==> src/rtl/scm_pkg.sv <==
// Purpose: constants and types shared by the system clock manager
// Assumes: CLOCK is the system-rate reference, 25 MHz
// Notes: clocks leave the block as one-cycle enables and source gates
//
// Behaviour
// - system clock comes from exactly one source: 32MHz crystal or fast RC
// - fast RC nominal 27MHz uncalibrated, trimmable to about 32MHz
// - peripheral clock runs at half the system clock, 16MHz on crystal
// - timers may run from the undivided system clock instead
// - CPU and memory clock is a divided system clock
// - 32kHz domain selects internal RC, external crystal or external module
// - wake timers tick from 32kHz domain; sleep halts CPU until wake
// - 32kHz domain runs always and is calibrated against peripheral clock
// - after any reset the fast RC is the system source
// - switch to crystal automatically once stable, up to 1ms
// - CPU runs straight after reset on the RC clock
// - software can change the source and read which one is used
// - source query reads false once the crystal switch has completed
// - wake restarts on RC then auto-switches unless manual fast start chosen
// - CPU divider defaults to divide by two
// - CPU divider supports 1, 2, 4, 8, 16 and 32
package scm_pkg;

  localparam int unsigned CLOCK_HZ = 25_000_000;
  // crystal stabilisation bound, in microseconds
  localparam int unsigned XTAL_SETTLE_US = 1000;
  localparam int unsigned XTAL_SETTLE_CYCLES = (CLOCK_HZ / 1_000_000) * XTAL_SETTLE_US;
  // gap counter load for a handover; both source gates stay closed this many cycles plus one
  localparam logic [1:0] SWITCH_GAP_CYCLES = 2'h2;
  localparam logic [2:0] CPU_DIV_RESET = 3'h1;
  localparam logic [2:0] CPU_DIV_MAX = 3'h5;
  localparam logic [7:0] CAL_WINDOW_RESET = 8'h0A;

  typedef enum logic [4:0] {
    SCM_ST_RC       = 5'b0_0001,
    SCM_ST_GAP_XTAL = 5'b0_0010,
    SCM_ST_XTAL     = 5'b0_0100,
    SCM_ST_GAP_RC   = 5'b0_1000,
    SCM_ST_SLEEP    = 5'b1_0000
  } scm_state_t;

  typedef enum logic [1:0] {
    SCM_SLOW_RC   = 2'h0,
    SCM_SLOW_XTAL = 2'h1,
    SCM_SLOW_EXT  = 2'h2
  } scm_slow_src_t;

endpackage : scm_pkg

==> src/rtl/scm_cpu_divider.sv <==
// Purpose: divides a system-rate enable by a power of two
// Assumes: tick_in is a one-cycle enable on CLOCK
// Notes: a new ratio takes effect at the next tick_in, compared at once with the running count
`timescale 1ns/100ps
`default_nettype none
module scm_cpu_divider
  import scm_pkg::*;
#(
  parameter int unsigned CNT_W = 5
) (
  input wire logic clk,            // system clock
  input wire logic rst_n,          // async reset, active low
  input wire logic tick_in,        // system-rate enable
  input wire logic [2:0] div_sel,  // log2 of division factor
  output logic tick_out            // divided enable
);

  initial begin
    if (CNT_W < 5) $error("scm_cpu_divider: CNT_W must be at least 5");
  end

  logic [CNT_W-1:0] cnt;
  logic [CNT_W-1:0] next_cnt;
  logic [CNT_W-1:0] limit;

  function automatic logic [CNT_W-1:0] ratio_limit(input logic [2:0] sel);
    logic [2:0] s;
    s = (sel > CPU_DIV_MAX) ? CPU_DIV_MAX : sel;
    ratio_limit = CNT_W'((32'h0000_0001 << s) - 32'h0000_0001);
  endfunction : ratio_limit

  always_comb begin
    limit = ratio_limit(div_sel);
    next_cnt = cnt;
    tick_out = 1'b0;
    if (tick_in) begin
      if (cnt >= limit) begin
        next_cnt = '0;
        tick_out = 1'b1;
      end else begin
        next_cnt = cnt + CNT_W'(1);
      end
    end
  end

  always_ff @(posedge clk or negedge rst_n) begin
    if (!rst_n) begin
      cnt <= '0;
    end else begin
      cnt <= next_cnt;
    end
  end

endmodule : scm_cpu_divider
`default_nettype wire

==> src/rtl/scm_clock_manager.sv <==
// Purpose: system, peripheral, CPU and 32kHz clock management
// Assumes: oscillators sit outside; this block drives their gates and enables
// Notes: all derived rates are one-cycle enables on CLOCK
`timescale 1ns/100ps
`default_nettype none
module scm_clock_manager
  import scm_pkg::*;
#(
  parameter int unsigned SETTLE_CYCLES = XTAL_SETTLE_CYCLES,
  parameter int unsigned CAL_W = 20
) (
  input wire logic CLOCK,               // 25 MHz system-rate clock
  input wire logic NRST,                // async reset, active low
  input wire logic XTAL_READY,          // crystal stable flag, asynchronous
  input wire logic SRC_SELECT_WR,       // system_clock_source_select strobe
  input wire logic SRC_SELECT_XTAL,     // requested source, 1 = crystal
  input wire logic FAST_START_MANUAL,   // wake_fast_start_option: stay on RC
  input wire logic [2:0] CPU_DIV_SEL,   // cpu_divider_select, log2 factor
  input wire logic TIMER_FAST,          // timers on undivided clock
  input wire logic SLEEP_REQ,           // enter sleep, one-cycle pulse
  input wire logic WAKE_EVENT,          // wake source level, asynchronous
  input wire logic SLOW_SRC_WR,         // 32kHz source select strobe
  input wire logic [1:0] SLOW_SRC_SEL,  // 32kHz source request
  input wire logic RC32K_CLK,           // internal 32kHz RC, asynchronous
  input wire logic XTAL32K_CLK,         // external 32kHz crystal, asynchronous
  input wire logic EXT32K_CLK,          // external 32kHz module, asynchronous
  input wire logic CAL_START,           // start 32kHz calibration, pulse
  input wire logic [7:0] CAL_WINDOW,    // 32kHz periods to measure
  output logic RC_GATE_EN,              // fast RC drives system clock
  output logic XTAL_GATE_EN,            // crystal drives system clock
  output logic XTAL_ENABLE,             // crystal oscillator power
  output logic SRC_IS_RC,               // system_clock_source_query
  output logic XTAL_TIMEOUT,            // crystal not ready within bound
  output logic CPU_RUN,                 // CPU not halted
  output logic PER_CLK_EN,              // peripheral clock enable
  output logic TIMER_CLK_EN,            // timer clock enable
  output logic CPU_CLK_EN,              // CPU clock enable
  output logic [1:0] SLOW_SRC,          // active 32kHz source
  output logic WAKE_TICK,               // 32kHz tick to wake timers
  output logic CAL_BUSY,                // calibration running
  output logic CAL_DONE,                // calibration result valid, pulse
  output logic [CAL_W-1:0] CAL_COUNT    // peripheral ticks in window
);

  initial begin
    if (CAL_W < 12) $error("scm_clock_manager: CAL_W too small");
    if (SETTLE_CYCLES < 1) $error("scm_clock_manager: SETTLE_CYCLES zero");
  end

  // ----------------------------------------------------------------
  // input synchronisers
  // ----------------------------------------------------------------
  logic [4:0] sync_a;
  logic [4:0] sync_b;
  logic [4:0] sync_prev;
  always_ff @(posedge CLOCK or negedge NRST) begin
    if (!NRST) begin
      sync_a <= 5'h00;
      sync_b <= 5'h00;
      sync_prev <= 5'h00;
    end else begin
      sync_a <= {EXT32K_CLK, XTAL32K_CLK, RC32K_CLK, WAKE_EVENT, XTAL_READY};
      sync_b <= sync_a;
      sync_prev <= sync_b;
    end
  end
  logic xtal_ok;
  logic wake_rise;
  assign xtal_ok = sync_b[0];
  assign wake_rise = sync_b[1] & ~sync_prev[1];

  // ----------------------------------------------------------------
  // system source selection
  // ----------------------------------------------------------------
  scm_state_t state;
  scm_state_t next_state;
  logic want_xtal;
  logic next_want_xtal;
  logic manual_armed;
  logic next_manual_armed;
  logic [1:0] gap;
  logic [1:0] next_gap;
  logic [31:0] settle;
  logic [31:0] next_settle;
  logic timeout;
  logic next_timeout;

  always_comb begin
    next_state = state;
    next_want_xtal = want_xtal;
    next_manual_armed = manual_armed;
    next_gap = gap;
    next_settle = settle;
    next_timeout = timeout;
    if (SRC_SELECT_WR) begin
      next_want_xtal = SRC_SELECT_XTAL;
    end
    // latched before sleep, applied at wake
    if (SLEEP_REQ) begin
      next_manual_armed = FAST_START_MANUAL;
    end
    if (XTAL_ENABLE && !xtal_ok && settle < SETTLE_CYCLES) begin
      next_settle = settle + 32'h0000_0001;
    end else if (!XTAL_ENABLE) begin
      next_settle = 32'h0000_0000;
    end
    if (XTAL_ENABLE && !xtal_ok && settle >= SETTLE_CYCLES) begin
      next_timeout = 1'b1;
    end else if (xtal_ok || !XTAL_ENABLE) begin
      next_timeout = 1'b0;
    end
    case (state)
      SCM_ST_RC: begin
        if (SLEEP_REQ) begin
          next_state = SCM_ST_SLEEP;
        end else if (next_want_xtal && xtal_ok) begin
          next_state = SCM_ST_GAP_XTAL;
          next_gap = SWITCH_GAP_CYCLES;
        end
      end
      SCM_ST_GAP_XTAL: begin
        if (gap == 2'h0) begin
          next_state = SCM_ST_XTAL;
        end else begin
          next_gap = gap - 2'h1;
        end
      end
      SCM_ST_XTAL: begin
        if (SLEEP_REQ) begin
          next_state = SCM_ST_SLEEP;
        end else if (!next_want_xtal || !xtal_ok) begin
          next_state = SCM_ST_GAP_RC;
          next_gap = SWITCH_GAP_CYCLES;
        end
      end
      SCM_ST_GAP_RC: begin
        if (gap == 2'h0) begin
          next_state = SCM_ST_RC;
        end else begin
          next_gap = gap - 2'h1;
        end
      end
      SCM_ST_SLEEP: begin
        if (wake_rise) begin
          next_state = SCM_ST_RC;
          next_want_xtal = ~manual_armed;
        end
      end
      default: begin
        next_state = SCM_ST_RC;
      end
    endcase
  end

  always_ff @(posedge CLOCK or negedge NRST) begin
    if (!NRST) begin
      state <= SCM_ST_RC;
      want_xtal <= 1'b1;
      manual_armed <= 1'b0;
      gap <= 2'h0;
      settle <= 32'h0000_0000;
      timeout <= 1'b0;
    end else begin
      state <= next_state;
      want_xtal <= next_want_xtal;
      manual_armed <= next_manual_armed;
      gap <= next_gap;
      settle <= next_settle;
      timeout <= next_timeout;
    end
  end

  // gates are one-hot or both closed, never both open
  // the fast RC rate and its trim stay in the oscillator; here it is only gated
  assign RC_GATE_EN = (state == SCM_ST_RC);
  assign XTAL_GATE_EN = (state == SCM_ST_XTAL);
  // crystal is powered while awake only while it is the requested source
  assign XTAL_ENABLE = (state != SCM_ST_SLEEP) & want_xtal;
  assign SRC_IS_RC = (state != SCM_ST_XTAL);
  assign XTAL_TIMEOUT = timeout;
  assign CPU_RUN = (state != SCM_ST_SLEEP);

  // ----------------------------------------------------------------
  // derived clock enables
  // ----------------------------------------------------------------
  logic sys_tick;
  logic per_phase;
  logic next_per_phase;
  assign sys_tick = RC_GATE_EN | XTAL_GATE_EN;

  always_comb begin
    next_per_phase = per_phase;
    if (sys_tick) begin
      next_per_phase = ~per_phase;
    end
  end

  always_ff @(posedge CLOCK or negedge NRST) begin
    if (!NRST) begin
      per_phase <= 1'b0;
    end else begin
      per_phase <= next_per_phase;
    end
  end

  assign PER_CLK_EN = sys_tick & per_phase;
  assign TIMER_CLK_EN = TIMER_FAST ? sys_tick : PER_CLK_EN;

  logic [2:0] cpu_div;
  logic [2:0] next_cpu_div;
  always_comb begin
    next_cpu_div = cpu_div;
    if (CPU_DIV_SEL != cpu_div) begin
      next_cpu_div = (CPU_DIV_SEL > CPU_DIV_MAX) ? CPU_DIV_MAX : CPU_DIV_SEL;
    end
  end
  always_ff @(posedge CLOCK or negedge NRST) begin
    if (!NRST) begin
      cpu_div <= CPU_DIV_RESET;
    end else begin
      cpu_div <= next_cpu_div;
    end
  end

  scm_cpu_divider #(
    .CNT_W(5)
  ) u_cpu_div (
    .clk(CLOCK),
    .rst_n(NRST),
    .tick_in(sys_tick),
    .div_sel(cpu_div),
    .tick_out(CPU_CLK_EN)
  );

  // ----------------------------------------------------------------
  // 32kHz domain
  // ----------------------------------------------------------------
  logic [1:0] slow_src;
  logic [1:0] next_slow_src;
  logic slow_edge;
  always_comb begin
    next_slow_src = slow_src;
    // once on an external source there is no way back to the RC
    if (SLOW_SRC_WR && SLOW_SRC_SEL != SCM_SLOW_RC && SLOW_SRC_SEL <= SCM_SLOW_EXT) begin
      next_slow_src = SLOW_SRC_SEL;
    end
    case (slow_src)
      SCM_SLOW_XTAL: slow_edge = sync_b[3] & ~sync_prev[3];
      SCM_SLOW_EXT: slow_edge = sync_b[4] & ~sync_prev[4];
      default: slow_edge = sync_b[2] & ~sync_prev[2];
    endcase
  end
  always_ff @(posedge CLOCK or negedge NRST) begin
    if (!NRST) begin
      slow_src <= SCM_SLOW_RC;
    end else begin
      slow_src <= next_slow_src;
    end
  end
  assign SLOW_SRC = slow_src;
  // keeps ticking in sleep and in normal running
  assign WAKE_TICK = slow_edge;

  // ----------------------------------------------------------------
  // calibration against the peripheral clock
  // ----------------------------------------------------------------
  logic cal_busy;
  logic next_cal_busy;
  logic cal_armed;
  logic next_cal_armed;
  logic [7:0] cal_left;
  logic [7:0] next_cal_left;
  logic [CAL_W-1:0] cal_acc;
  logic [CAL_W-1:0] next_cal_acc;
  logic [CAL_W-1:0] cal_count;
  logic [CAL_W-1:0] next_cal_count;
  logic cal_done;
  logic next_cal_done;

  always_comb begin
    next_cal_busy = cal_busy;
    next_cal_armed = cal_armed;
    next_cal_left = cal_left;
    next_cal_acc = cal_acc;
    next_cal_count = cal_count;
    next_cal_done = 1'b0;
    if (CAL_START && !cal_busy) begin
      next_cal_busy = 1'b1;
      next_cal_armed = 1'b0;
      next_cal_left = (CAL_WINDOW == 8'h00) ? CAL_WINDOW_RESET : CAL_WINDOW;
      next_cal_acc = '0;
    end else if (cal_busy) begin
      // window opens on a slow edge so the count covers whole periods
      if (!cal_armed) begin
        next_cal_armed = slow_edge;
      end else begin
        if (PER_CLK_EN) begin
          next_cal_acc = cal_acc + CAL_W'(1);
        end
        if (slow_edge) begin
          if (cal_left == 8'h01) begin
            next_cal_busy = 1'b0;
            next_cal_count = next_cal_acc;
            next_cal_done = 1'b1;
          end else begin
            next_cal_left = cal_left - 8'h01;
          end
        end
      end
    end
  end

  always_ff @(posedge CLOCK or negedge NRST) begin
    if (!NRST) begin
      cal_busy <= 1'b0;
      cal_armed <= 1'b0;
      cal_left <= 8'h00;
      cal_acc <= '0;
      cal_count <= '0;
      cal_done <= 1'b0;
    end else begin
      cal_busy <= next_cal_busy;
      cal_armed <= next_cal_armed;
      cal_left <= next_cal_left;
      cal_acc <= next_cal_acc;
      cal_count <= next_cal_count;
      cal_done <= next_cal_done;
    end
  end

  assign CAL_BUSY = cal_busy;
  assign CAL_DONE = cal_done;
  assign CAL_COUNT = cal_count;

endmodule : scm_clock_manager
`default_nettype wire

==> config.mk <==
export PLATFORM = sky130hd
export DESIGN_NAME = scm_clock_manager
export DESIGN_NICKNAME = d
export VERILOG_FILES = /design/src/rtl/scm_pkg.sv /design/src/rtl/scm_cpu_divider.sv /design/src/rtl/scm_clock_manager.sv
export SDC_FILE = /design/constraint.sdc
export NUM_CORES = 1
export LEC_CHECK = 0
export BUFFER_PORTS_ARGS = -buffer_cell sky130_fd_sc_hd__buf_2
export CAP_MARGIN = 20
export CORE_UTILIZATION = 40
export DETAILED_ROUTE_END_ITERATION = 7
export SYNTH_ARGS = -nofsm -noshare
export SYNTH_HDL_FRONTEND = slang
export SYNTH_SLANG_ARGS = --single-unit
==> constraint.sdc <==
create_clock -name CLOCK -period 2.7 [get_ports CLOCK]
set_input_delay 0 -clock CLOCK [delete_from_list [all_inputs] [get_ports CLOCK]]
set_output_delay 0 -clock CLOCK [all_outputs]
set_load 0.02 [all_outputs]
# Word level (Yosys, flattened, before mapping)
# Cells that the tools add are included.
# Widths: inputs -> output; s select.
[word_totals]
out_inout_bits = 34
romBits = 0
reg_bits = 119
inputBits = 27
latchBits = 0
ram_bits = 0
word_cells = 147
mem_count = 0
[classes]
n_reduce_logical = 27
n_addsub = 6
n_shift = 1
order_cmp = 6
div_mod_pow = 0
muxes = 51
mul = 0
n_bitwise = 14
eq_ne = 23
[ops]
columns = ["op", "count"]
rows = [
  ["$mux 20", 4],
  ["$mux 32", 2],
  ["$mux 8", 6],
  ["$mux 5", 8],
  ["$add 32x1->32 const B", 1],
  ["$ge 32x15->1 const B", 1],
  ["$lt 32x15->1 const B", 1],
  ["$pmux 5 s5", 1],
  ["$mux 1", 21],
  ["$add 20x1->20 const B", 1],
  ["$ne 2x2->1 const B", 7],
  ["$mux 2", 5],
  ["$reduce_and 5->1", 2],
  ["$reduce_bool 2->1", 5],
  ["$eq 8x1->1 const B", 1],
  ["$logic_not 8->1", 1],
  ["$sub 8x1->8 const B", 1],
  ["$logic_and 1x1->1", 7],
  ["$not 1->1", 7],
  ["$and 1x1->1", 6],
  ["$gt 3x3->1 const B", 2],
  ["$mux 3", 2],
  ["$ne 2x1->1 const B", 3],
  ["$ne 3x2->1 const B", 2],
  ["other kinds (27)", 31],
]

# Longest topological paths before layout
# Gate-level depths: netlist (run 1).
[logic_depth]
word_depth = 7
ltp_mapped = 10
depth_no_buf = 10

# Modules after synthesis
# A second synthesis (run 1) with hierarchy kept.
[hier_totals]
cells_unflattened = 571
hier_area_um2 = 5680.4
[by_module_without_submodules]
columns = ["mod", "instances", "area_each_um2", "seq_area_each_um2", "cells_per_inst"]
rows = [
  ["scm_clock_manager", 1, 5282.6, 2831.5, 527],
  ["scm_cpu_divider", 1, 397.9, 125.1, 44],
]

# Least setup slack after synthesis (run 1)
# No wires, ideal clock.
[synth_path]
path_type = "register to register"
startpoint = "reg cpu_div[1]"
endpoint = "reg u_cpu_div.cnt[0]"
path_buffers = 0
arrival_ns = 2.131
stages_incl_launch_ff = 10
period_less_slack_ns = 2.213
setup_slack_ns = 0.487
setup_ns = 0.083
path_cell_list = "dfrtp_1 > or3_1 > ha_1 > xnor2_1 > ha_1 > a21o_1 > a31oi_1 > o21ai_0 > nand2b_1 > o21ai_0"
[synth_between]
elab_chain_cells = 6
[synth_lines]
columns = ["element", "line_no", "text"]
rows = [
  ["from (decl)", "scm_clock_manager.sv:209", "logic [2:0] cpu_div;"],
  ["from (signal assigned)", "scm_clock_manager.sv:221", "cpu_div <= next_cpu_div;"],
  ["$gt 3x3->1", "scm_cpu_divider.sv:28", "s = (sel > CPU_DIV_MAX) ? CPU_DIV_MAX : sel;"],
  ["$mux 3 *", "scm_cpu_divider.sv:28", ""],
  ["$shl 1x3->5 *", "scm_cpu_divider.sv:29", "ratio_limit = CNT_W'((32'h0000_0001 << s) - 32'h0000_0001);"],
  ["$sub 5x1->5 *", "scm_cpu_divider.sv:29", ""],
  ["$ge 5x5->1 *", "scm_cpu_divider.sv:37", "if (cnt >= limit) begin"],
  ["$mux 5 *", "scm_cpu_divider.sv:37", ""],
  ["to (signal assigned)", "scm_cpu_divider.sv:50", "cnt <= next_cnt;"],
  ["to (decl)", "scm_cpu_divider.sv:22", "logic [CNT_W-1:0] cnt;"],
]
# Every way passes the cells marked *; elsewhere a longest branch is shown, timed or not.
# A chain may end at the register's enable or synchronous reset.

# Worst setup path after layout (run 1)
[layout_path]
startpoint = "reg cpu_div[1]"
endpoint = "out CPU_CLK_EN"
[layout_between]
elab_chain_cells = 7
[layout_lines]
columns = ["element", "line_no", "text"]
rows = [
  ["$gt 3x3->1", "scm_cpu_divider.sv:28", ""],
  ["$mux 3 *", "scm_cpu_divider.sv:28", ""],
  ["$shl 1x3->5 *", "scm_cpu_divider.sv:29", ""],
  ["$sub 5x1->5 *", "scm_cpu_divider.sv:29", ""],
  ["$ge 5x5->1 *", "scm_cpu_divider.sv:37", ""],
  ["$mux 1 *", "scm_cpu_divider.sv:37", ""],
  ["$mux 1 *", "scm_cpu_divider.sv:36", "if (tick_in) begin"],
  ["to (decl)", "scm_clock_manager.sv:37", "output logic CPU_CLK_EN,"],
]
# Marks and branches as above.

==> impl_metrics.py, run 1 <==
metrics = {
    "outcome": {
        "status": "completed",
    },
    "critical_path": {
        "critPathSlowestCell": "or3_4",
        "critPathLaunch": "cpu_div[1]",
        "worst_ep_required_time_ps": 2700,
        "critical_path.max_fanout": 6,
        "start_kind": "flop",
        "crit_arrival_ps": 2590,
        "worst-path-buf-inv": 1,
        "cpPeakStageDelay_ps": 420,
        "worstSetupEndpointType": "output pin",
        "worstReg2RegStart": "cpu_div[1]",
        "crit_chain": "or3_4 -> ha_4 -> xnor2_2 -> ha_1 -> a21o_1 -> a31oi_2 -> o21ai_2 -> and2_4 -> buf_6",
        "worstSetupPathType": "reg2out",
        "worst_path_dominant_cell_family": "simple AND/OR/NAND/NOR gates",
    },
    "floorplanning": {
        "die-area_mm2": 0.0151,
        "die_h_um": 123,
        "start_util_pct": 41.6,
        "rows": 43,
        "coreArea_mm2": 0.0140,
        "chipWidth_um": 123,
        "design.portCount": 61,
    },
    "sta": {
        "tightest_slew_ps": 817,
        "hold_viol_final": 0,
        "finalClockSkew_ps": 7.69,
        "final.min_clock_period_ps": 2590,
        "setup_viol": 0,
        "post-route-period-util_pct": 96.0,
        "finalMaxSlewViolations": 0,
        "hold_ws_ps": 26.3,
        "max_slew_margin_pct": 45.3,
        "setup_tns_ps": 0,
        "timing.final.ws_setup_ps": 107,
        "max_freq_ghz": 0.386,
        "rsz0062_at_grt": "yes",
    },
    "logic_synthesis": {
        "synth_warnings": 0,
        "synthCells": 599,
        "synth_flop_cell": "dfrtp_1",
        "netlist_area_mm2": 0.00584,
        "synth_edf_count": 0,
        "synth_fp_nets": 641,
        "async_flop_share_pct": 100,
        "yosysSeqAreaShare_pct": 50.6,
        "syn_area_per_cell_um2": 9.75,
        "synth_cell_type_count": 58,
        "synth_seq_cells": 118,
    },
    "cells_and_area": {
        "syn2layout_area_growth_pct": 25.9,
        "final-seq-area_mm2": 0.00296,
        "num_antenna_cells": 0,
        "layout_common_cells": "dfrtp_1, buf_2, nor2_1, nand2_1, o21ai_0",
        "fillers": 1276,
        "multiInputGateArea_mm2": 0.00271,
        "utilization_pct": 52.4,
        "nets": 738,
        "drive_above_1_share_pct": 18.9,
        "final_common_cell": "dfrtp_1",
    },
    "drt": {
        "wl_per_cell_um": 15.1,
        "postRouteAntennaNets": 0,
        "finalWirelength_mm": 13.5,
        "dr.first_iter.drc_count": 284,
        "first_pass_iters": 5,
        "viasPerCell": 5.44,
        "drcViolationCount": 0,
        "vias": 4832,
    },
    "placement": {
        "gp_congestion": 0.824,
        "portBuffers": 60,
        "place_hpwl_mm": 8.82,
        "pre_cts_ws_ps": 202,
    },
    "clocking": {
        "htree_levels": 4,
        "insertion_delay_ps": 420,
        "cts.sinks": 118,
        "cts_buffers": 17,
        "cts_tree": "yes",
        "root_buffer": "clkbuf_16",
        "clkTransAtPathRegs_ps": 60,
        "cts_max_path_buffers": 2,
    },
    "grt": {
        "grt_max_degree": 72,
        "grt_pass1_vias": 4719,
        "grt_usage_pct": 18.9,
        "overflow": 0,
        "grt_pass1_wl_mm": 22.2,
        "antenna_found_initial": 0,
    },
    "power_and_ir_drop": {
        "ir_drop_mv": 0.559,
        "power_w": 0.00665,
        "power_density_mw_per_mm2": 905,
        "leakage_nw": 3.43,
    },
    "worst_hold_path": {
        "min_path_type": "in2reg",
        "holdCritStartpoint": "SLOW_SRC_WR",
    },
    "job": {
        "cap_violations": 0,
    },
}
cell type report:
| cell class | instances | area share (%) |
|---|---|---|
| sequential | 118 | 40.2 |
| multi-input combinational | 427 | 36.8 |
| timing repair buffer | 106 | 10.2 |
| clock buffer | 20 | 5.94 |
| tap | 180 | 3.06 |
| clock inverter | 12 | 2.43 |
| inverter | 26 | 1.33 |
worst min-delay path, stage by stage:
cell and delay, ps:
buf_2 100, nand2b_1 60, a21boi_0 170, a21oi_1 60
path summary, 6_finish.rpt:
check	end	depth (start not counted)	slack, ps
max in group asynchronous	state[0]	3	1710
worst min-delay path	SLOW_SRC[1]	4	30
min in group asynchronous	CAL_COUNT[9]	2	160
worst max register to register	u_cpu_div.cnt[0]	10	270
worst min register to register	sync_b[4]	0	350
worst max-delay path	CPU_CLK_EN	9	110
per-layer routing:
| layer | vias up | global-route usage (%) | part of all wire (%) |
|---|---|---|---|
| met2 | 108 | 31.8 | 49 |
| li1 | 2364 | - | - |
| met4 | 0 | 7.55 | 1.2 |
| met5 | - | 0 | 0 |
| met3 | 13 | 4.04 | 3.5 |
| met1 | 2347 | 23.7 | 46 |
sequential cells by signal, summed over array words and instances, names as in the netlist, 2 cells and up:
signal,cells
SLOW_SRC,2
gap,2
cal_left,8
sync_prev,4
u_cpu_div.cnt,5
CAL_COUNT,20
settle,32
sync_a,5
state,5
cal_acc,20
sync_b,5
cpu_div,3
power by group:
| group | leakage [nW] | internal, W | switching (W) |
|---|---|---|---|
| Combinational | 1.61 | 0.000754 | 0.00107 |
| Sequential | 1.52 | 0.00212 | 0.000350 |
| Clock | 0.290 | 0.00154 | 0.000817 |
| Total | 3.43 | 0.00442 | 0.00224 |
what timing repair did:
action,4_1_cts,5_1_grt
endpoints found under the setup margin,1,1
resized for setup,3,7
hold endpoints to repair,72,0
buffers inserted,0,3
hold buffers,28,0
pin swaps,1,5
through the flow:
| stage | instances | area (µm²) |
|---|---|---|
| after floorplan | 599 | 5840 |
| after global placement | 826 | 6390 |
| after detailed placement | 826 | 6390 |
| after CTS | 886 | 7300 |
| after global routing | 889 | 7350 |
| final | 889 | 7350 |
cells in the mapped netlist (15+ instances only):
| library cell | n | area [µm²] |
|---|---|---|
| o21ai_0 | 40 | 200 |
| ha_1 | 15 | 188 |
| nand2_1 | 49 | 184 |
| clkbuf_1 | 15 | 56.3 |
| o31ai_1 | 16 | 120 |
| a31oi_1 | 19 | 119 |
| or4_1 | 16 | 120 |
| a21oi_1 | 34 | 170 |
| nor2_1 | 52 | 195 |
| dfrtp_1 | 115 | 2880 |
| and3_1 | 27 | 169 |
| inv_1 | 26 | 97.6 |
cells by family (layout without fill, tap and decap cells):
| logic type | after synthesis | count (layout) | share of synthesized area (%) |
|---|---|---|---|
| fa+ha+maj | 15 | 15 | 3.21 |
| xor+xnor | 24 | 24 | 3.60 |
| mux | 5 | 5 | 0.899 |
| compound gates | 144 | 144 | 15.5 |
| buf+inv | 54 | 164 | 3.66 |
| flops | 118 | 118 | 50.6 |
| simple gates | 239 | 239 | 22.5 |
(Power assumes the default switching activity.)
==> run 2, diff against run 1 <==
--- a/config.mk
+++ b/config.mk
@@ -7,8 +7,9 @@
 export LEC_CHECK = 0
 export BUFFER_PORTS_ARGS = -buffer_cell sky130_fd_sc_hd__buf_2
 export CAP_MARGIN = 20
-export CORE_UTILIZATION = 40
+export CORE_UTILIZATION = 55
 export DETAILED_ROUTE_END_ITERATION = 7
+export PLACE_DENSITY = 0.75
 export SYNTH_ARGS = -nofsm -noshare
 export SYNTH_HDL_FRONTEND = slang
 export SYNTH_SLANG_ARGS = --single-unit
==> run 2 against run 1 <==
  * Sequential share of layout area rose by 0.21 points
  * First-iteration DRC count decreased by 5.3%
  * Hold slack gained 5.7 ps
  * Power is 0.56% lower
  * Critical path depth did not move
  * Final cell count shrank 4.8%
  * Critical path type unchanged
  * Critical endpoint unchanged
  * Highest routed layer unchanged
==> impl_metrics.py, run 2 (synthesis gave the netlist of run 1 again) <==
metrics = {
    "grt": {
        "overflow": 0,
        "grt_max_degree": 58,
        "grt_usage_pct": 25.8,
        "grt_pass1_wl_mm": 22.2,
        "grt_pass1_vias": 4791,
        "antenna_found_initial": 0,
    },
    "critical_path": {
        "worstReg2RegStart": "cpu_div[1]",
        "worst_ep_required_time_ps": 2700,
        "rr_worst_depth": 10,
        "worstSetupEndpointType": "output pin",
        "worstSetupPathType": "reg2out",
        "critical_path.max_fanout": 6,
        "r2r_slack_ps": 260,
        "crit_arrival_ps": 2680,
        "rr_endpoint": "u_cpu_div.cnt[0]",
        "start_kind": "flop",
    },
    "drt": {
        "postRouteAntennaNets": 0,
        "vias": 4944,
        "dr.first_iter.drc_count": 269,
        "drcViolationCount": 0,
        "wl_per_cell_um": 15.5,
        "first_pass_iters": 5,
        "viasPerCell": 5.84,
        "finalWirelength_mm": 13.1,
    },
    "cells_and_area": {
        "final_common_cell": "dfrtp_1",
        "fillers": 735,
        "num_antenna_cells": 0,
        "layout_common_cells": "dfrtp_1, buf_2, nor2_1, nand2_1, o21ai_0",
        "largest_register_ffs": 32,
        "instances_no_fill": 846,
        "nets": 739,
        "drive_above_1_share_pct": 18.6,
        "top_register": "settle",
        "syn2layout_area_growth_pct": 25.2,
    },
    "sta": {
        "finalMaxSlewViolations": 0,
        "finalClockSkew_ps": 8.19,
        "setup_viol": 0,
        "max_freq_ghz": 0.372,
        "max_slew_margin_pct": 49.6,
        "post-route-period-util_pct": 99.4,
        "tightest_slew_ps": 754,
        "timing.final.ws_setup_ps": 15.1,
        "hold_viol_final": 0,
        "setup_tns_ps": 0,
        "rsz0062_at_grt": "yes",
        "final.min_clock_period_ps": 2680,
    },
    "floorplanning": {
        "rows": 37,
        "design.portCount": 61,
        "die-area_mm2": 0.0110,
        "chipWidth_um": 105,
        "die_h_um": 105,
        "start_util_pct": 56.6,
        "coreArea_mm2": 0.0103,
    },
    "clocking": {
        "cts.sinks": 118,
        "cts_tree": "yes",
        "cts_buffers": 17,
        "clkTransAtPathRegs_ps": 60,
        "cts_max_path_buffers": 2,
        "htree_levels": 4,
        "root_buffer": "clkbuf_8",
        "insertion_delay_ps": 530,
    },
    "placement": {
        "pre_cts_ws_ps": 166,
        "placed_cells": 780,
        "place_hpwl_mm": 8.20,
        "portBuffers": 60,
        "gp_congestion": 0.827,
    },
    "power_and_ir_drop": {
        "leakage_nw": 3.42,
        "power_density_mw_per_mm2": 904,
        "clkPwrFrac_pct": 35.8,
        "combPwrFrac_pct": 26.8,
        "internal_power_w": 0.00438,
        "p_seq_share_pct": 37.3,
        "ir_drop_mv": 0.752,
        "p_sw_share_pct": 33.7,
        "switching_power_w": 0.00223,
    },
    "worst_hold_path": {
        "whs_path_depth": 4,
        "min_path_type": "in2reg",
        "min_to": "state[0]",
        "holdCritStartpoint": "SRC_SELECT_WR",
    },
    "outcome": {
        "status": "completed",
    },
    "job": {
        "cap_violations": 0,
    },
}
run 2: cell count changes in the layout (fill, tap and decap cells not counted), moves of 2 or more:
| cell | change |
|---|---|
| buf_4 | -2 |
| clkbuf_1 | -2 |
| clkbuf_8 | +2 |
| clkinv_2 | -2 |
| dlygate4sd3_1 | +3 |
| inv_6 | +4 |
run 2: how the worst max path moves through the flow:
stage                     from          endpoint  slack (ps)  depth (start not counted)
floorplan           cpu_div[1]  u_cpu_div.cnt[0]         490                          9
global placement    settle[28]        settle[12]         280                          6
detailed placement  settle[28]        settle[12]         170                          6
CTS                 cpu_div[1]        CPU_CLK_EN           8                          9
global route        cpu_div[1]        CPU_CLK_EN        -100                          9
finish              cpu_div[1]        CPU_CLK_EN          20                          9
run 2: critical path, cell delays in order (launching register included):
cell     delay [ps]
dfrtp_1         420
or3_4           420
ha_4            180
xnor2_2         120
ha_1            300
a21o_1          160
a31oi_1         170
o21ai_2          90
and2_1          170
buf_6           130
run 2: cell type report:
cell class                 count  area, µm²  share of cell area [%]
clock buffer                  19        432                    5.90
clock inverter                13        195                    2.67
inverter                      26       97.6                    1.33
multi-input combinational    427       2700                    36.9
sequential                   118       2960                    40.4
tap                          136        170                    2.33
timing repair buffer         107        764                    10.4
run 2: power by group through the flow:
stage	combinational (W)	sequential (W)	clock, W
floorplan	0.00113	0.00250	0
global placement	0.00160	0.00247	0
detailed placement	0.00167	0.00249	0
CTS	0.00176	0.00247	0.00241
global route	0.00200	0.00254	0.00250
finish	0.00178	0.00247	0.00237
run 2: repair_timing:
action	4_1_cts	5_1_grt
setup endpoints to repair	1	1
hold endpoints to repair	143	0
buffers inserted	2	0
gates resized for setup	5	3
hold buffers	31	0
pin swaps	2	6
run 2: per-layer routing:
layer  routed length (µm)  vias up  part of all wire, %  track usage (%)
li1                     -     2376                    -                -
met1                 5620     2404                   43             32.0
met2                 6640      139                   51             42.7
met3                  607       25                  4.6             7.36
met4                  250        0                  1.9             9.86
met5                    0        -                    0                0
run 2: through the flow:
step	utilization, %	total power, W	hold slack, ps	instance area, µm²
2_1_floorplan	-	0.00364	-296	5840
3_3_place_gp	61.2	0.00407	-130	6320
3_5_place_dp	61.2	0.00416	-128	6320
4_1_cts	70.6	0.00664	23.0	7290
5_1_grt	70.9	0.00703	31.8	7320
6_report	70.9	0.00662	31.9	7320
==> run 3, diff against run 2 <==
--- a/config.mk
+++ b/config.mk
@@ -8,6 +8,7 @@
 export BUFFER_PORTS_ARGS = -buffer_cell sky130_fd_sc_hd__buf_2
 export CAP_MARGIN = 20
 export CORE_UTILIZATION = 55
+export CTS_BUF_LIST = sky130_fd_sc_hd__clkbuf_4
 export DETAILED_ROUTE_END_ITERATION = 7
 export PLACE_DENSITY = 0.75
 export SYNTH_ARGS = -nofsm -noshare
==> run 3 against run 2 <==
  * First-iteration DRC count is 8.2% lower
  * Routed wire length is 3.1% lower
  * Die area unchanged
  * Non-clock buffer count unchanged
  * Fmax is 0.26% lower
  * Hold slack lost 17 ps
  * Combinational power hardly changed
  * Flip-flop and latch count unchanged
  * Register-to-register slack hardly changed
==> impl_metrics.py, run 3 (synthesis gave the netlist of run 1 again) <==
metrics = {
    "drt": {
        "finalWirelength_mm": 12.7,
        "postRouteAntennaNets": 0,
        "vias": 4885,
        "first_pass_iters": 5,
        "drcViolationCount": 0,
        "viasPerCell": 5.77,
        "dr.first_iter.drc_count": 247,
        "wl_per_cell_um": 15.0,
    },
    "clocking": {
        "clkTransAtPathRegs_ps": 110,
        "insertion_delay_ps": 550,
        "cts_max_path_buffers": 2,
        "cts_tree": "yes",
        "cts_buffers": 17,
        "htree_levels": 4,
        "cts.sinks": 118,
        "root_buffer": "clkbuf_4",
    },
    "power_and_ir_drop": {
        "internal_power_w": 0.00360,
        "combPwrFrac_pct": 31.1,
        "power_density_mw_per_mm2": 814,
        "switching_power_w": 0.00212,
        "ir_drop_mv": 0.587,
        "p_sw_share_pct": 37.1,
        "leakage_nw": 3.30,
        "p_seq_share_pct": 43.1,
        "clkPwrFrac_pct": 25.9,
    },
    "floorplanning": {
        "design.portCount": 61,
        "die_h_um": 105,
        "coreArea_mm2": 0.0103,
        "die-area_mm2": 0.0110,
        "chipWidth_um": 105,
        "rows": 37,
        "start_util_pct": 56.6,
    },
    "grt": {
        "grt_util_met3_pct": 6.49,
        "antenna_found_initial": 0,
        "grt_max_degree": 58,
        "grt_usage_pct": 25.0,
        "use_met2_pct": 40.9,
        "overflow": 0,
        "use_met1_pct": 32.0,
        "grt_pass1_wl_mm": 21.8,
        "gr-max-usage-layer": "met2",
        "grt_pass1_vias": 4676,
    },
    "critical_path": {
        "r2r_slack_ps": 260,
        "start_kind": "flop",
        "critPathSlowestCell": "dfrtp_1",
        "worstReg2RegStart": "cal_left[4]",
        "rr_worst_depth": 6,
        "worst_ep_required_time_ps": 2700,
        "worst_path_dominant_cell_family": "simple AND/OR/NAND/NOR gates",
        "critPathLaunch": "cpu_div[1]",
        "worst-path-buf-inv": 1,
        "cpPeakStageDelay_ps": 430,
        "crit_chain": "or3_4 -> ha_4 -> xnor2_2 -> ha_1 -> a21o_1 -> a31oi_1 -> o21ai_2 -> and2_1 -> buf_6",
        "worstSetupEndpointType": "output pin",
        "worstSetupPathType": "reg2out",
        "rr_endpoint": "CAL_COUNT[1]",
        "critical_path.max_fanout": 6,
        "worstSetupEndpoint": "CPU_CLK_EN",
        "crit_arrival_ps": 2690,
        "cp_num_cells": 9,
    },
    "sta": {
        "hold_viol_final": 0,
        "tightest_slew_ps": 772,
        "post-route-period-util_pct": 99.7,
        "finalMaxSlewViolations": 0,
        "rsz0062_at_grt": "yes",
        "max_slew_margin_pct": 48.3,
        "setup_tns_ps": 0,
        "max_freq_ghz": 0.371,
        "final.min_clock_period_ps": 2690,
        "finalClockSkew_ps": 16.3,
        "setup_viol": 0,
    },
    "cells_and_area": {
        "syn2layout_area_growth_pct": 20.2,
        "instances_no_fill": 846,
        "final_common_cell": "dfrtp_1",
        "num_antenna_cells": 0,
        "nets": 739,
        "utilization_pct": 68.0,
        "top_register": "settle",
        "largest_register_ffs": 32,
        "layout_common_cells": "dfrtp_1, buf_2, nor2_1, nand2_1, o21ai_0",
        "final_area_mm2": 0.00702,
        "drive_above_1_share_pct": 18.6,
    },
    "worst_hold_path": {
        "min_path_type": "in2async",
    },
    "job": {
        "cap_violations": 0,
    },
    "placement": {
        "portBuffers": 60,
        "gp_congestion": 0.827,
        "place_hpwl_mm": 8.20,
        "placed_cells": 780,
        "placed_area_mm2": 0.00632,
    },
    "outcome": {
        "status": "completed",
    },
}
## run 3: routing by layer
metal / vias up / share of wire [%]
met2: 119 / 50
met5: - / 0
met4: 0 / 1.6
li1: 2376 / -
met1: 2371 / 44
met3: 19 / 4.0
## run 3: cell type report
class | instances | area, µm²
Clock buffer | 18 | 135
Clock inverter | 14 | 199
Fill cell | 787 | 3300
Inverter | 26 | 97.6
Multi-Input combinational cell | 427 | 2700
Sequential cell | 118 | 2960
Tap cell | 136 | 170
Timing Repair Buffer | 107 | 764
## run 3: through the flow
stage / worst slack [ps] / hold slack (ps) / total power, W
3_5_place_dp: 166 / -128 / 0.00416
3_3_place_gp: 278 / -130 / 0.00407
5_1_grt: -107 / 19.1 / 0.00612
2_1_floorplan: 487 / -296 / 0.00364
4_1_cts: -30.7 / 5.79 / 0.00573
6_report: 8.11 / 14.7 / 0.00572
## run 3: power groups by stage
stage          Clock, W  Combinational [W]  Sequential (W)
2_1_floorplan         0            0.00113         0.00250
3_3_place_gp          0            0.00160         0.00247
3_5_place_dp          0            0.00167         0.00249
4_1_cts         0.00151            0.00177         0.00246
5_1_grt         0.00158            0.00200         0.00253
6_report        0.00148            0.00178         0.00246
## run 3: tightest hold or removal path, delay by kind of cell
kind	cells	cell delay [ps]
buffers and inverters	3	960
## run 3: timing repair
action | CTS | global route
pin swaps | 5 | 2
setup buffers | 2 | 0
setup endpoints to repair | 1 | 1
endpoints found under the hold margin | 144 | 0
hold buffers | 31 | 0
gates resized for setup | 7 | 1
## run 3: worst min path at each step
| stage | startpoint | to | slack (ps) | depth (start not counted) |
|---|---|---|---|---|
| 3_5_place_dp | NRST | CAL_COUNT[10] | -130 | 1 |
| 4_1_cts | NRST | cal_acc[4] | 6 | 3 |
| 2_1_floorplan | NRST | CAL_BUSY | -300 | 0 |
| 3_3_place_gp | NRST | CAL_COUNT[10] | -130 | 1 |
| 5_1_grt | NRST | CAL_COUNT[18] | 20 | 3 |
| 6_report | NRST | cal_acc[4] | 10 | 3 |
